==> src/ahi_cfg.svh <==
`ifndef AHI_CFG_SVH
`define AHI_CFG_SVH
// Register byte offsets within the slave window.
`define AHI_ADDR_W 12
`define AHI_STAT_OFS 12'h000
`define AHI_TMR_OFS 12'h004
`define AHI_CTRL_OFS 12'h008
`define AHI_RAW_OFS 12'h00c
// Channel DMA status register fields.
`define AHI_ST_ACT 0
`define AHI_ST_ERR 1
`define AHI_ST_DONE 2
`define AHI_ST_TMO 3
// Control register fields.
`define AHI_CTRL_RUN 0
// Raw state register fields.
`define AHI_RAW_WAIT 0
`define AHI_RAW_IRQ 1
`define AHI_RAW_STL 2
`define AHI_RAW_STH 3
`define AHI_RAW_CNTL 16
`define AHI_RAW_CNTH 31
// Ready timer width and reset value.
`define AHI_TMR_W 16
`define AHI_TMR_RST 16'h0000
`define AHI_TMR_ONE 16'h0001
// Pin synchroniser width and bit positions.
`define AHI_SYNC_W 2
`define AHI_SYNC_WAIT 0
`define AHI_SYNC_IRQ 1
// Bus encodings.
`define AHI_HSIZE_WORD 3'b010
`define AHI_HTRANS_NONSEQ 2'b10
`define AHI_HTRANS_SEQ 2'b11
`endif

==> src/ahi_pkg.sv <==
`include "ahi_cfg.svh"
package ahi_pkg;
   typedef logic [`AHI_TMR_W-1:0] ahi_cnt_t;
   typedef enum logic [1:0] {
      AHI_T_IDLE    = 2'b00,
      AHI_T_COUNT   = 2'b01,
      AHI_T_EXPIRED = 2'b10
   } ahi_tmr_state_t;
endpackage

==> src/ahi_tmr_if.sv <==
`timescale 1ns/1ps
interface ahi_tmr_if;
   import ahi_pkg::*;
   ahi_cnt_t       reload;
   logic           pio_busy;
   logic           wait_lvl;
   logic           expire;
   ahi_cnt_t       count;
   ahi_tmr_state_t state;
   modport ctl (output reload, output pio_busy, output wait_lvl,
                input expire, input count, input state);
   modport tmr (input reload, input pio_busy, input wait_lvl,
                output expire, output count, output state);
endinterface

==> src/ahi_sync.sv <==
`timescale 1ns/1ps
`include "ahi_cfg.svh"
module ahi_sync
   import ahi_pkg::*;
(
   // Clock and control
   input  wire logic                   clock,
   input  wire logic                   reset,
   input  wire logic                   clk_en,
   // Asynchronous inputs and their synchronised copies
   input  wire logic [`AHI_SYNC_W-1:0] d,
   output logic      [`AHI_SYNC_W-1:0] q
);
   genvar i;
   generate
      for (i = 0; i < `AHI_SYNC_W; i = i + 1) begin : g_bit
         logic meta_r;
         logic stab_r;
         always_ff @(posedge clock) begin
            if (reset) begin
               meta_r <= 1'b0;
               stab_r <= 1'b0;
            end else if (clk_en) begin
               meta_r <= d[i];
               stab_r <= meta_r;
            end
         end
         assign q[i] = stab_r;
      end
   endgenerate
endmodule // ahi_sync

==> src/ahi_ready_timer.sv <==
`timescale 1ns/1ps
`include "ahi_cfg.svh"
module ahi_ready_timer
   import ahi_pkg::*;
(
   // Clock and control
   input  wire logic clock,
   input  wire logic reset,
   input  wire logic clk_en,
   // Timer connection
   ahi_tmr_if.tmr    tif
);
   ahi_tmr_state_t state_r;
   ahi_tmr_state_t state_nxt;
   ahi_cnt_t       cnt_r;
   ahi_cnt_t       cnt_nxt;
   logic           expire_r;
   logic           expire_nxt;
   logic           armed;

   assign armed = (tif.reload != `AHI_TMR_RST);

   always_comb begin
      state_nxt  = state_r;
      cnt_nxt    = cnt_r;
      expire_nxt = 1'b0;
      case (state_r)
         AHI_T_IDLE: begin
            cnt_nxt = tif.reload;
            if (armed && tif.wait_lvl && tif.pio_busy) begin
               state_nxt = AHI_T_COUNT;
            end
         end
         AHI_T_COUNT: begin
            if (!tif.wait_lvl || !tif.pio_busy) begin
               state_nxt = AHI_T_IDLE;
               cnt_nxt   = tif.reload;
            end else if (cnt_r == `AHI_TMR_ONE) begin
               state_nxt  = AHI_T_EXPIRED;
               cnt_nxt    = `AHI_TMR_RST;
               expire_nxt = 1'b1;
            end else begin
               cnt_nxt = cnt_r - `AHI_TMR_ONE;
            end
         end
         AHI_T_EXPIRED: begin
            if (!tif.wait_lvl || !tif.pio_busy) begin
               state_nxt = AHI_T_IDLE;
               cnt_nxt   = tif.reload;
            end
         end
         default: begin
            state_nxt = AHI_T_IDLE;
            cnt_nxt   = tif.reload;
         end
      endcase
   end

   always_ff @(posedge clock) begin
      if (reset) begin
         state_r  <= AHI_T_IDLE;
         cnt_r    <= `AHI_TMR_RST;
         expire_r <= 1'b0;
      end else if (clk_en) begin
         state_r  <= state_nxt;
         cnt_r    <= cnt_nxt;
         expire_r <= expire_nxt;
      end
   end

   assign tif.expire = expire_r & clk_en;
   assign tif.count  = cnt_r;
   assign tif.state  = state_r;
endmodule // ahi_ready_timer

==> src/ahi_top.sv <==
`timescale 1ns/1ps
`include "ahi_cfg.svh"
// Notes on behaviour
// - Timeout interrupt when wait outlasts armed timer.
// - Nonzero timer starts counting on wait assertion during a PIO cycle.
// - Expiry sets timeout flag and interrupt together.
// - Write one clears timeout flag and interrupt.
// - Supervise both control and data PIO cycles.
// - PIO drive interrupt passes through, no flags.
// - Drive holds request until status read.
// - DMA interrupt on drive request while active or after final word.
// - DMA completion interrupt sets done flag.
// - Write one clears done flag and interrupt.
// - Drive plus DMA give one DMA interrupt.
// - Running transfer: done 0, active 1, quiet.
// - Drive irq, descriptors exhausted: done 1, active 0.
// - Drive irq early: done 1, active 1, interrupt.
// - Short buffer: both flags 0, error flags failure.
// - Run bit stays set until firmware clears it.
module ahi_top
   import ahi_pkg::*;
(
   // Clock and control
   input  wire logic        clock,
   input  wire logic        reset,
   input  wire logic        clk_en,
   // AHB-Lite slave port
   input  wire logic        hsel,
   input  wire logic [31:0] haddr,
   input  wire logic [1:0]  htrans,
   input  wire logic        hwrite,
   input  wire logic [2:0]  hsize,
   input  wire logic [31:0] hwdata,
   input  wire logic        hready,
   output logic             hreadyout,
   output logic             hresp,
   output logic [31:0]      hrdata,
   // Drive pins
   input  wire logic        ready_wait_pin,
   input  wire logic        drive_irq_pin,
   // PIO engine status
   input  wire logic        pio_reg_cycle,
   input  wire logic        pio_data_cycle,
   // DMA engine events
   input  wire logic        dma_final_word,
   input  wire logic        dma_mem_error,
   // System side
   output logic             cpu_irq,
   output logic             dma_run
);
   // Synchronised pin levels.
   logic [`AHI_SYNC_W-1:0]  pins_async;
   logic [`AHI_SYNC_W-1:0]  pins_sync;
   logic                    wait_s;
   logic                    irq_s;

   // Bus address phase capture.
   logic                    ap_valid_r;
   logic                    ap_write_r;
   logic [`AHI_ADDR_W-1:0]  ap_addr_r;
   logic [31:0]             rdata_r;
   logic [31:0]             rdata_nxt;
   logic                    ap_take;
   logic                    ap_word;

   // Decoded bus strobes: writes in the data phase, reads in the address phase.
   logic                    dp_write;
   logic                    wr_stat;
   logic                    wr_tmr;
   logic                    wr_ctrl;
   logic                    rd_stat;
   logic                    rd_tmr;
   logic                    rd_ctrl;
   logic                    rd_raw;
   logic [`AHI_ADDR_W-1:0]  ap_addr_in;

   // Software visible state.
   logic                    run_r;
   logic                    run_nxt;
   ahi_cnt_t                tmr_load_r;
   ahi_cnt_t                tmr_load_nxt;
   logic                    act_r;
   logic                    act_nxt;
   logic                    err_r;
   logic                    err_nxt;
   logic                    done_r;
   logic                    done_nxt;
   logic                    tmo_r;
   logic                    tmo_nxt;

   // Transfer tracking.
   logic                    run_q_r;
   logic                    fin_r;
   logic                    fin_nxt;
   logic                    drv_taken_r;
   logic                    drv_taken_nxt;
   logic                    run_rise;
   logic                    done_set;
   logic                    pio_irq;
   logic                    irq_r;
   logic                    irq_nxt;

   // Write-one-to-clear strobes.
   logic                    clr_done;
   logic                    clr_tmo;
   logic                    clr_err;

   // Status words assembled for readback.
   logic [31:0]             stat_word;
   logic [31:0]             ctrl_word;
   logic [31:0]             tmr_word;
   logic [31:0]             raw_word;

   ahi_tmr_if               tif ();

   assign pins_async[`AHI_SYNC_WAIT] = ready_wait_pin;
   assign pins_async[`AHI_SYNC_IRQ]  = drive_irq_pin;

   ahi_sync u_sync (
      .clock  (clock),
      .reset  (reset),
      .clk_en (clk_en),
      .d      (pins_async),
      .q      (pins_sync)
   );

   assign wait_s = pins_sync[`AHI_SYNC_WAIT];
   assign irq_s  = pins_sync[`AHI_SYNC_IRQ];

   // Ready timer supervision.
   assign tif.reload   = tmr_load_r;
   assign tif.pio_busy = pio_reg_cycle | pio_data_cycle;
   assign tif.wait_lvl = wait_s;

   ahi_ready_timer u_timer (
      .clock  (clock),
      .reset  (reset),
      .clk_en (clk_en),
      .tif    (tif)
   );

   // Address phase: zero wait states, so every transfer completes in one
   // data phase cycle and the response is always OKAY.
   assign hreadyout = 1'b1;
   assign hresp     = 1'b0;
   assign ap_word   = (hsize == `AHI_HSIZE_WORD);
   assign ap_take   = hsel & hready & htrans[1] & ap_word;
   assign ap_addr_in = haddr[`AHI_ADDR_W-1:0];

   always_ff @(posedge clock) begin
      if (reset) begin
         ap_valid_r <= 1'b0;
         ap_write_r <= 1'b0;
         ap_addr_r  <= {`AHI_ADDR_W{1'b0}};
      end else if (clk_en && hready) begin
         ap_valid_r <= ap_take;
         ap_write_r <= hwrite;
         ap_addr_r  <= ap_addr_in;
      end
   end

   // Data phase write decode.
   assign dp_write = ap_valid_r & ap_write_r;
   assign wr_stat  = dp_write & (ap_addr_r == `AHI_STAT_OFS);
   assign wr_tmr   = dp_write & (ap_addr_r == `AHI_TMR_OFS);
   assign wr_ctrl  = dp_write & (ap_addr_r == `AHI_CTRL_OFS);

   // Read decode happens in the address phase so that hrdata is a flop.
   assign rd_stat = ap_take & ~hwrite & (ap_addr_in == `AHI_STAT_OFS);
   assign rd_tmr  = ap_take & ~hwrite & (ap_addr_in == `AHI_TMR_OFS);
   assign rd_ctrl = ap_take & ~hwrite & (ap_addr_in == `AHI_CTRL_OFS);
   assign rd_raw  = ap_take & ~hwrite & (ap_addr_in == `AHI_RAW_OFS);

   assign clr_done = wr_stat & hwdata[`AHI_ST_DONE];
   assign clr_tmo  = wr_stat & hwdata[`AHI_ST_TMO];
   assign clr_err  = wr_stat & hwdata[`AHI_ST_ERR];

   // Control: the run bit is only ever changed by software.
   assign run_nxt      = wr_ctrl ? hwdata[`AHI_CTRL_RUN] : run_r;
   assign tmr_load_nxt = wr_tmr ? hwdata[`AHI_TMR_W-1:0] : tmr_load_r;
   assign run_rise     = run_r & ~run_q_r;

   // Active runs from the start of a transfer until the last word is moved,
   // a memory error ends it, or software drops the run bit.
   always_comb begin
      act_nxt = act_r;
      if (run_rise) begin
         act_nxt = 1'b1;
      end else if (!run_r || dma_final_word || dma_mem_error) begin
         act_nxt = 1'b0;
      end
   end

   always_comb begin
      fin_nxt = fin_r;
      if (run_rise) begin
         fin_nxt = 1'b0;
      end else if (act_r && dma_final_word && !dma_mem_error) begin
         fin_nxt = 1'b1;
      end
   end

   // The drive request is taken once per assertion, so a held request does
   // not refill the done flag after software clears it.
   assign done_set = run_r & irq_s & ~drv_taken_r & (act_r | fin_r);

   always_comb begin
      drv_taken_nxt = drv_taken_r;
      if (!irq_s || run_rise) begin
         drv_taken_nxt = 1'b0;
      end else if (done_set) begin
         drv_taken_nxt = 1'b1;
      end
   end

   // Sticky flags: a set in the same cycle as its clear wins.
   assign done_nxt = (done_r & ~clr_done) | done_set;
   assign tmo_nxt  = (tmo_r & ~clr_tmo) | tif.expire;
   assign err_nxt  = (err_r & ~clr_err) | (run_r & dma_mem_error);

   // A drive request outside a DMA transfer is a PIO interrupt and goes
   // straight to the CPU; during a transfer it only feeds the done flag.
   assign pio_irq = irq_s & ~run_r;

   // The CPU line follows the next flag values, so flag and line change on
   // the same edge.
   assign irq_nxt = done_nxt | tmo_nxt | pio_irq;

   always_ff @(posedge clock) begin
      if (reset) begin
         run_r      <= 1'b0;
         run_q_r    <= 1'b0;
         tmr_load_r <= `AHI_TMR_RST;
      end else if (clk_en) begin
         run_r      <= run_nxt;
         run_q_r    <= run_r;
         tmr_load_r <= tmr_load_nxt;
      end
   end

   always_ff @(posedge clock) begin
      if (reset) begin
         act_r       <= 1'b0;
         fin_r       <= 1'b0;
         drv_taken_r <= 1'b0;
      end else if (clk_en) begin
         act_r       <= act_nxt;
         fin_r       <= fin_nxt;
         drv_taken_r <= drv_taken_nxt;
      end
   end

   always_ff @(posedge clock) begin
      if (reset) begin
         done_r <= 1'b0;
         tmo_r  <= 1'b0;
         err_r  <= 1'b0;
         irq_r  <= 1'b0;
      end else if (clk_en) begin
         done_r <= done_nxt;
         tmo_r  <= tmo_nxt;
         err_r  <= err_nxt;
         irq_r  <= irq_nxt;
      end
   end

   // Readback words.
   always_comb begin
      stat_word                = 32'h0000_0000;
      stat_word[`AHI_ST_ACT]   = act_r;
      stat_word[`AHI_ST_ERR]   = err_r;
      stat_word[`AHI_ST_DONE]  = done_r;
      stat_word[`AHI_ST_TMO]   = tmo_r;
   end

   always_comb begin
      ctrl_word                = 32'h0000_0000;
      ctrl_word[`AHI_CTRL_RUN] = run_r;
   end

   always_comb begin
      tmr_word                   = 32'h0000_0000;
      tmr_word[`AHI_TMR_W-1:0]   = tmr_load_r;
   end

   always_comb begin
      raw_word                                  = 32'h0000_0000;
      raw_word[`AHI_RAW_WAIT]                   = wait_s;
      raw_word[`AHI_RAW_IRQ]                    = irq_s;
      raw_word[`AHI_RAW_STH:`AHI_RAW_STL]       = tif.state;
      raw_word[`AHI_RAW_CNTH:`AHI_RAW_CNTL]     = tif.count;
   end

   // Unmapped reads return zero.
   assign rdata_nxt = ({32{rd_stat}} & stat_word) |
                      ({32{rd_tmr}}  & tmr_word)  |
                      ({32{rd_ctrl}} & ctrl_word) |
                      ({32{rd_raw}}  & raw_word);

   always_ff @(posedge clock) begin
      if (reset) begin
         rdata_r <= 32'h0000_0000;
      end else if (clk_en && hready) begin
         rdata_r <= rdata_nxt;
      end
   end

   assign hrdata  = rdata_r;
   assign cpu_irq = irq_r;
   assign dma_run = run_r;
endmodule // ahi_top

==> config.mk <==
export PLATFORM = sky130hd
export DESIGN_NAME = ahi_top
export DESIGN_NICKNAME = d
export VERILOG_FILES = /design/src/ahi_pkg.sv /design/src/ahi_tmr_if.sv /design/src/ahi_sync.sv /design/src/ahi_ready_timer.sv /design/src/ahi_top.sv
export VERILOG_INCLUDE_DIRS = /design/src
export SDC_FILE = /design/constraint.sdc
export NUM_CORES = 1
export LEC_CHECK = 0
export BUFFER_PORTS_ARGS = -buffer_cell sky130_fd_sc_hd__buf_2
export CORE_ASPECT_RATIO = 1.5
export CORE_MARGIN = 2
export CORE_UTILIZATION = 50
export CTS_BUF_LIST = sky130_fd_sc_hd__clkbuf_8 sky130_fd_sc_hd__clkbuf_16
export CTS_CLUSTER_DIAMETER = 100
export CTS_CLUSTER_SIZE = 30
export DETAILED_ROUTE_END_ITERATION = 6
export PLACE_DENSITY = 0.78
export SYNTH_ARGS = -nofsm -noshare
export SYNTH_HDL_FRONTEND = slang
export SYNTH_SLANG_ARGS = --single-unit
==> constraint.sdc <==
create_clock -name clock -period 3.4 [get_ports clock]
set_input_delay 0.51 -clock clock [delete_from_list [all_inputs] [get_ports clock]]
set_output_delay 0.51 -clock clock [all_outputs]
set_load 0.02 [all_outputs]
==> out/metrics.csv, run 1 <==
metric,value,unit
leakagePower,1.89,nW
routed_wl_per_cell,16.0,microns
post_cts.repair.setup_buffers,0,
groute.usage.overall,23.1,%
finalSetupTns,0,ns
most_instantiated_cells_after_synthesis,"dfxtp_1, nor2_1, nand2_1",
floorplan.die_area,8730,sq um
cts_resized,0,
wl_met1,3850,microns
yosys.area.top_type,dfxtp_1,
clk_pin_slew_worst_paths,0.06,ns
finalHoldViolations,0,
yosys.cell_types.count,58,
clk-insertion-delay-late,0.35,ns
syn-cell-area,3990,sq um
fin_cells,602,
unrepaired_setup_endpoints_after_global_routing,false,
first_pass_iters,5,
grt_max_degree,38,
filler_cell_count,662,
highest_fanout_seen_on_the_critical_path,16,
timing.final.ws_setup,0.998,ns
post_route_cells_drive_above_1_share,23.6,%
yosysWarnings,0,
finClkSkew,0.00615,ns
layout.nets,578,
power.ir.vdd_worst,332,uV
layout_min_cycle_time,2.40,ns
critPathKind,flop to flop,
finalSetupViolations,0,
multi_input_area,1900,sq um
gpl.final_weighted_congestion,0.888,
via_count,3476,
cts_sinks,94,
std_cell_rows,39,
dr.max_layer_used,met4,
clock-root-buffer,clkbuf_16,
ys_seq_area_share,47.2,%
netlist_top_cells_area,"dfxtp_1, a22o_1, mux2i_1",
hold_path.class,input pin to flop,
ys_async_sr_fraction,0,%
place.port_buffers,77,
grt_pass1_wl,16000,microns
hold_fix_buffers_at_cts,0,
cts_inserted_buffers,9,
drc,0,
yosys_register_bits,94,
met3WireLength,520,microns
dieHeight,113,microns
tritoncts,built,
synth-edff-count,0,
critPathCaptureType,flop,
dpl.cell_count,586,
grt_antenna_before_repair,0,
hold_slack,0.399,ns
timing.final.crit_share,70.7,%
timing.critical_path.from_type,flop,
antenna_violating_nets_post_route,0,
vias_in_the_first_global_route,3367,
layout-area-overhead-vs-synth,17.8,%
synth_top_area_share,47.2,%
initial_utilization,52.1,%
worst_ep_required_time,3.60,ns
synth-main-ff-cell,dfxtp_1,
pre_cts_setup_slack,0.884,ns
met2_wirelength,4910,microns
number_of_antenna_repair_diodes,0,
area.sequential,1880,sq um
syn-mean-instance-area,9.17,sq um
die_w,76.9,microns
max_clock_freq,0.416,GHz
status,"finished, final reports clean",
drt-initial-drc-count,260,
postSynthCellCount,435,
cts_max_level,3,
io-pin-count,117,
slew_violations,0,
slew-limit-headroom,48.8,%
cts-root-to-sink-buffers,2,
wl,9610,microns
core-area,7660,sq um
yosys.cell_count.top_type,dfxtp_1,
synth.net_count,518,
globalRoute.totalOverflow,0,
worst-endpoint-arrival,2.60,ns
cap_viol_max_count,0,
p_per_area,482,nW/um^2
actual_transition_at_the_worst_max_transition_pin,0.761,ns
dpl.hpwl,6930,microns
via_to_cell_ratio,5.77,
## cell usage in the layout, fill, tap and decap left out, drive strengths merged, types with 3 or more instances in the layout
| cell type | n |
|---|---|
| nor3 | 10 |
| nand2b | 4 |
| o22ai | 4 |
| a22o | 31 |
| o32ai | 7 |
| mux2i | 21 |
| dfxtp | 94 |
| a21oi | 35 |
| nand4 | 6 |
| or4 | 3 |
| nor2 | 45 |
| or3 | 5 |
| buf | 84 |
| xnor2 | 3 |
| nand2 | 36 |
| clkinv | 4 |
| nor3b | 3 |
| and3 | 5 |
| a32oi | 4 |
| a211oi | 6 |
| mux2 | 3 |
| a22oi | 6 |
| nor4 | 12 |
| o21ai | 10 |
| clkbuf | 10 |
| inv | 13 |
| nand3 | 6 |
## critical path: stages, from the launching register on
cell	delay, ns
dfxtp_1	0.33
inv_1	0.12
ha_1	0.17
or4b_1	0.54
nor4_4	0.53
nor2_4	0.18
a221oi_1	0.29
nor3_1	0.09
## layer usage
layer,up-vias,global-route usage [%]
met5,-,0
met4,0,11.2
met3,26,6.80
met2,121,39.6
met1,1611,26.1
li1,1718,-
## flip-flops by register name (all words and copies together) (netlist names)
register and flops:
hrdata 32, tif.reload 16, u_timer.tif.count 16, ap_addr_r 12, u_sync.g_bit.meta_r 2, u_sync.g_bit.stab_r 2, u_timer.tif.state 2, act_r 1
ap_valid_r 1, ap_write_r 1, cpu_irq 1, dma_run 1, done_r 1, drv_taken_r 1, err_r 1, fin_r 1
run_q_r 1, tmo_r 1, u_timer.expire_r 1
## worst paths after layout
kind | from | endpoint | slack (ns) | cells past startpoint
max | u_timer.tif.count[1] | u_timer.tif.count[8] | 1.0 | 7
min | hwdata[6] | tif.reload[6] | 0.40 | 3
max reg2reg | u_timer.tif.count[1] | u_timer.tif.count[8] | 1.0 | 7
min reg2reg | ap_addr_r[8] | ap_addr_r[8] | 0.45 | 2
## per-stage QoR
| stage | cell area, sq um | total power [W] | utilization, % |
|---|---|---|---|
| final | 4700 | 0.00227 | 61.4 |
| after detailed placement | 4400 | 0.00129 | 57.4 |
| after CTS | 4700 | 0.00228 | 61.4 |
| after global routing | 4700 | 0.00236 | 61.4 |
| after floorplan | 3990 | 0.00124 | - |
| after global placement | 4400 | 0.00128 | 57.4 |
## cell families after synthesis
kind of cell,Yosys count,synth area share (%)
flops,94,47.2
buf+inv,48,5.24
mux,25,6.68
xor+xnor,4,0.878
fa+ha+maj,2,0.627
simple gates,147,19.3
other cells,2,0.188
compound gates,113,19.9
## layout make-up
class                           count  share of cell area [%]
Clock buffer                       10                    5.08
Clock inverter                      6                    1.30
Inverter                           13                    1.04
Multi-Input combinational cell    293                    40.5
Sequential cell                    94                    40.0
Tap cell                          102                    2.71
Timing Repair Buffer               84                    9.32
## report_power, final
group | internal, W | total (W) | switching, W
sequential | 0.00111 | 0.00112 | 0.00000862
clock | 0.000586 | 0.00100 | 0.000413
combinational | 0.0000557 | 0.000144 | 0.0000887
Power figures use the tool's default switching activity.
==> inputs of run 2 (changes only) <==
==> constraint.sdc (replaced) <==
create_clock -name clock -period 2.3 [get_ports clock]
set_input_delay 0.345 -clock clock [delete_from_list [all_inputs] [get_ports clock]]
set_output_delay 0.345 -clock clock [all_outputs]
set_load 0.02 [all_outputs]
==> out/metrics.csv, run 2 (synthesis gave the netlist of run 1 again) <==
metric,value,unit,change
layout-area-overhead-vs-synth,20.3,%,was 17.8%
layout_common_cells,"dfxtp_1, buf_2, nor2_1",,unchanged
finalSetupTns,0,ns,unchanged
core-area,7660,sq um,unchanged
wl,9830,microns,was 9610 microns
multi_input_area,1910,sq um,was 1900 sq um
cts_max_level,3,,unchanged
filler_cell_count,675,,was 662
slew_violations,0,,unchanged
regToRegSetupSlack,0.16,ns,was 1.0 ns
finalPower,0.00347,W,was 0.00227 W
grt_antenna_before_repair,0,,unchanged
vias_in_the_first_global_route,3467,,"was 3,367"
unrepaired_setup_endpoints_after_global_routing,false,,unchanged
cts_sinks,94,,unchanged
area.sequential,1880,sq um,unchanged
highest_fanout_seen_on_the_critical_path,6,,was 16
globalRoute.totalOverflow,0,,unchanged
timing.final.ws_setup,0.164,ns,was 0.998 ns
actual_transition_at_the_worst_max_transition_pin,0.594,ns,was 0.761 ns
power.ir.vdd_worst,473,uV,was 332 uV
grt_max_degree,42,,was 38
layout.nets,588,,was 578
finalHoldViolations,0,,unchanged
dieHeight,113,microns,unchanged
cpPeakStageDelay,0.68,ns,was 0.54 ns
dpl.hpwl,6970,microns,was 6930 microns
clk-insertion-delay-late,0.35,ns,about the same
first_pass_iters,4,,was 5
routed_wl_per_cell,16.1,microns,was 16.0 microns
pre_cts_setup_slack,0.120,ns,was 0.884 ns
worst-endpoint-arrival,2.35,ns,was 2.60 ns
via_count,3586,,"was 3,476"
p_per_area,723,nW/um^2,was 482 nW/um^2
critPathKind,flop to flop,,unchanged
status,"finished, final reports clean",,unchanged
hold_path.class,input pin to flop,,unchanged
clock-root-buffer,clkbuf_16,,unchanged
worst_ep_required_time,2.52,ns,was 3.60 ns
cts_inserted_buffers,9,,unchanged
max_clock_freq,0.468,GHz,was 0.416 GHz
place.port_buffers,77,,unchanged
std_cell_rows,39,,unchanged
io-pin-count,117,,unchanged
clk_pin_slew_worst_paths,0.06,ns,about the same
grt_pass1_wl,16300,microns,"was 16,000 microns"
largest_register_ffs,32,,unchanged
groute.usage.overall,23.5,%,was 23.1%
cpMaxStageDelayCell,or4_1,,was or4b_1
leakagePower,1.95,nW,was 1.89 nW
drc,0,,unchanged
cap_viol_max_count,0,,unchanged
antenna_violating_nets_post_route,0,,unchanged
floorplan.die_area,8730,sq um,unchanged
hold_slack,0.234,ns,was 0.399 ns
fin_cells,611,,was 602
die_w,76.9,microns,unchanged
slew-limit-headroom,60.3,%,was 48.8%
worst_path_most_repeated_cell,or4_1,,
via_to_cell_ratio,5.87,,was 5.77
tritoncts,built,,unchanged
number_of_antenna_repair_diodes,0,,unchanged
layout_commonest_cell,dfxtp_1,,unchanged
timing.final.crit_share,92.9,%,was 70.7%
drt-initial-drc-count,290,,was 260
post_route_cells_drive_above_1_share,25.0,%,was 23.6%
cpLargestDelayFamily,simple AND/OR/NAND/NOR gates,,unchanged
layout_min_cycle_time,2.14,ns,was 2.40 ns
dpl.cell_count,596,,was 586
worstPathCellList,or4_1 -> or4_1 -> nor3_2 -> xnor2_1 -> o22ai_2,,was inv_1 -> ha_1 -> or4b_1 -> nor4_4 -> nor2_4 -> a221oi_1 -> nor3_1
finalSetupViolations,0,,unchanged
cts-root-to-sink-buffers,2,,unchanged
crit_buf_inv,0,,was 1
timing.critical_path.from_type,flop,,unchanged
gpl.final_weighted_congestion,0.918,,was 0.888
critPathCaptureType,flop,,unchanged
initial_utilization,52.1,%,unchanged
finClkSkew,0.00863,ns,was 0.00615 ns
hold_fix_buffers_at_cts,0,,unchanged
run 2: power by group:
group	total, W	internal, W	switching, W
logic	0.000219	0.0000880	0.000131
clock network	0.00159	0.000979	0.000611
registers	0.00166	0.00165	0.0000129
run 2: path summary, 6_finish.rpt:
check / from / to / cells past startpoint
worst max-delay path: u_timer.tif.count[8] / u_timer.tif.count[14] / 5
worst min-delay path: ready_wait_pin / u_sync.g_bit[0].meta_r / 3
worst max register to register: u_timer.tif.count[8] / u_timer.tif.count[14] / 5
worst min register to register: ap_addr_r[5] / ap_addr_r[5] / 2
run 2: final cells by class:
type,count,area share [%]
Clock buffer,10,4.98
Clock inverter,5,1.72
Inverter,13,1.02
Multi-Input combinational cell,293,39.7
Sequential cell,94,39.2
Tap cell,102,2.66
Timing Repair Buffer,94,10.7
run 2: worst min-delay path: stages:
cell and delay [ns]:
buf_2 0.07, mux2i_1 0.05, nor2_1 0.07
run 2: repair_timing:
action,in CTS,in global routing
setup endpoints to repair,0,1
resized for setup,0,1
buffers inserted,0,0
run 2: per-layer routing:
layer  GRT usage, %  wire, microns
met1           25.9           3970
met2           41.6           4980
met3           3.09            393
met4           16.2            481
met5              0              0
run 2: per-stage QoR:
stage                     utilization [%]  instance area (sq um)
final                                62.6                   4800
after global routing                 62.6                   4800
after CTS                            62.6                   4800
after detailed placement             58.4                   4480
after global placement               58.4                   4480
after floorplan                         -                   3990
==> inputs of run 3 (changes only) <==
==> constraint.sdc (replaced) <==
create_clock -name clock -period 2.5 [get_ports clock]
set_input_delay 0.75 -clock clock [delete_from_list [all_inputs] [get_ports clock]]
set_output_delay 0.75 -clock clock [all_outputs]
set_load 0.02 [all_outputs]
==> out/metrics.csv, run 3 (synthesis gave the netlist of run 1 again) <==
metric,value,unit,change
via_count,3575,,"was 3,586"
finalSetupViolations,0,,unchanged
dpl.hpwl,6990,microns,was 6970 microns
p_per_area,645,nW/um^2,was 723 nW/um^2
critical_path.reg2reg.startpoint,u_timer.tif.count[0],,was u_timer.tif.count[8]
finClkSkew,0.00963,ns,was 0.00863 ns
clk_pin_slew_worst_paths,0.07,ns,was 0.06 ns
cts_inserted_buffers,9,,unchanged
post_route_cells_drive_above_1_share,25.0,%,unchanged
finalHoldViolations,0,,unchanged
layout_min_cycle_time,2.32,ns,was 2.14 ns
hold_slack,0.458,ns,was 0.234 ns
clock-root-buffer,clkbuf_16,,unchanged
grt_pass1_wl,16300,microns,about the same
globalRoute.totalOverflow,0,,unchanged
hold_sp,ap_addr_r[4],,was ready_wait_pin
place.port_buffers,77,,unchanged
layout.nets,587,,was 588
actual_transition_at_the_worst_max_transition_pin,0.563,ns,was 0.594 ns
worst-r2r-cell-count,7,,was 5
clk-insertion-delay-late,0.34,ns,was 0.35 ns
leakagePower,1.93,nW,was 1.95 nW
post_cts.repair.setup_buffers,0,,unchanged
wl,9820,microns,was 9830 microns
cts_sinks,94,,unchanged
cpMaxStageDelayCell,or3b_2,,was or4_1
core-area,7660,sq um,unchanged
initial_utilization,52.1,%,unchanged
dpl.cell_count,595,,was 596
number_of_antenna_repair_diodes,0,,unchanged
largest_register_ffs,32,,unchanged
pre_cts_setup_slack,0.0710,ns,was 0.120 ns
fin_cells,611,,unchanged
hold_path.class,flop to flop,,was input pin to flop
floorplan.die_area,8730,sq um,unchanged
routed_wl_per_cell,16.1,microns,about the same
critPathCaptureType,flop,,unchanged
timing.critical_path.from_type,flop,,unchanged
status,"finished, final reports clean",,unchanged
worstPathCellList,inv_1 -> ha_1 -> or3b_2 -> or4_1 -> nor3_2 -> xnor2_1 -> o22ai_2,,was or4_1 -> or4_1 -> nor3_2 -> xnor2_1 -> o22ai_2
power.ir.vdd_worst,360,uV,was 473 uV
regToRegSetupSlack,0.18,ns,was 0.16 ns
crit_buf_inv,1,,was 0
worstHoldEndpoint,ap_addr_r[4],,was u_sync.g_bit[0].meta_r
reg2reg_to,u_timer.tif.count[14],,unchanged
whs_path_depth,2,,was 3
via_to_cell_ratio,5.85,,was 5.87
layout-area-overhead-vs-synth,19.5,%,was 20.3%
slew-limit-headroom,62.4,%,was 60.3%
slew_violations,0,,unchanged
max_clock_freq,0.431,GHz,was 0.468 GHz
tritoncts,built,,unchanged
critPathKind,flop to flop,,unchanged
cts-root-to-sink-buffers,2,,unchanged
cts_resized,0,,unchanged
unrepaired_setup_endpoints_after_global_routing,false,,unchanged
die_w,76.9,microns,unchanged
vias_in_the_first_global_route,3388,,"was 3,467"
grt_antenna_before_repair,0,,unchanged
layout_common_cells,"dfxtp_1, buf_2, nor2_1",,unchanged
groute.usage.overall,23.2,%,was 23.5%
cpPeakStageDelay,0.56,ns,was 0.68 ns
std_cell_rows,39,,unchanged
dieHeight,113,microns,unchanged
cpLargestDelayFamily,simple AND/OR/NAND/NOR gates,,unchanged
cts_max_level,3,,unchanged
highest_fanout_seen_on_the_critical_path,8,,was 6
gpl.final_weighted_congestion,0.853,,was 0.918
hold_fix_buffers_at_cts,0,,unchanged
timing.final.ws_setup,0.179,ns,was 0.164 ns
finalSetupTns,0,ns,unchanged
cap_viol_max_count,0,,unchanged
first_pass_iters,5,,was 4
layout_commonest_cell,dfxtp_1,,unchanged
drt-initial-drc-count,450,,was 290
worst-endpoint-arrival,2.54,ns,was 2.35 ns
antenna_violating_nets_post_route,0,,unchanged
drc,0,,unchanged
io-pin-count,117,,unchanged
grt_max_degree,29,,was 42
finalPower,0.00308,W,was 0.00347 W
timing.final.crit_share,92.8,%,was 92.9%
worst_ep_required_time,2.72,ns,was 2.52 ns
-- run 3: cell type report --
type                    instances  area, sq um
clock inverters                 7         75.1
flip-flops and latches         94         1880
multi-input cells             293         1900
fillers                       642         2890
clock buffers                   9          225
inverters                      13         48.8
repair buffers                 93          505
well taps                     102          128
-- run 3: power by group --
group	leakage (nW)	internal (W)	switching, W
Clock	0.143	0.000706	0.000641
Sequential	0.760	0.00151	0.0000122
Combinational	1.03	0.0000812	0.000123
Total	1.93	0.00230	0.000777
-- run 3: layer usage --
metal	share of wire [%]	track usage [%]	wire, microns
met3	4.9	4.43	480
met2	50	39.7	4950
met5	0	0	0
met1	40	27.3	3950
met4	4.6	12.4	451
-- run 3: worst max-delay path by stage --
stage / to / depth (start not counted) / from
detailed placement: u_timer.tif.count[10] / 5 / pio_data_cycle
CTS: u_timer.tif.count[14] / 7 / u_timer.tif.count[0]
global route: u_timer.tif.count[14] / 7 / u_timer.tif.count[0]
floorplan: u_timer.tif.count[10] / 5 / pio_data_cycle
global placement: u_timer.tif.count[10] / 5 / pio_data_cycle
finish: u_timer.tif.count[14] / 7 / u_timer.tif.count[0]
-- run 3: metrics by stage --
stage,instance area [sq um],util [%]
2_1_floorplan,3990,-
3_3_place_gp,4470,58.3
3_5_place_dp,4470,58.3
4_1_cts,4770,62.2
5_1_grt,4770,62.2
6_report,4770,62.2
-- run 3: worst reg2reg max path: cells and delay by family (launching register included) --
kind,cells,cell delay (ns)
flip-flops,1,0.35
adder cells (fa/ha/maj),1,0.20
AO/OA/AOI/OAI,1,0.11
XOR/XNOR,1,0.18
AND/OR/NAND/NOR,3,1.22
buffers and inverters,1,0.13
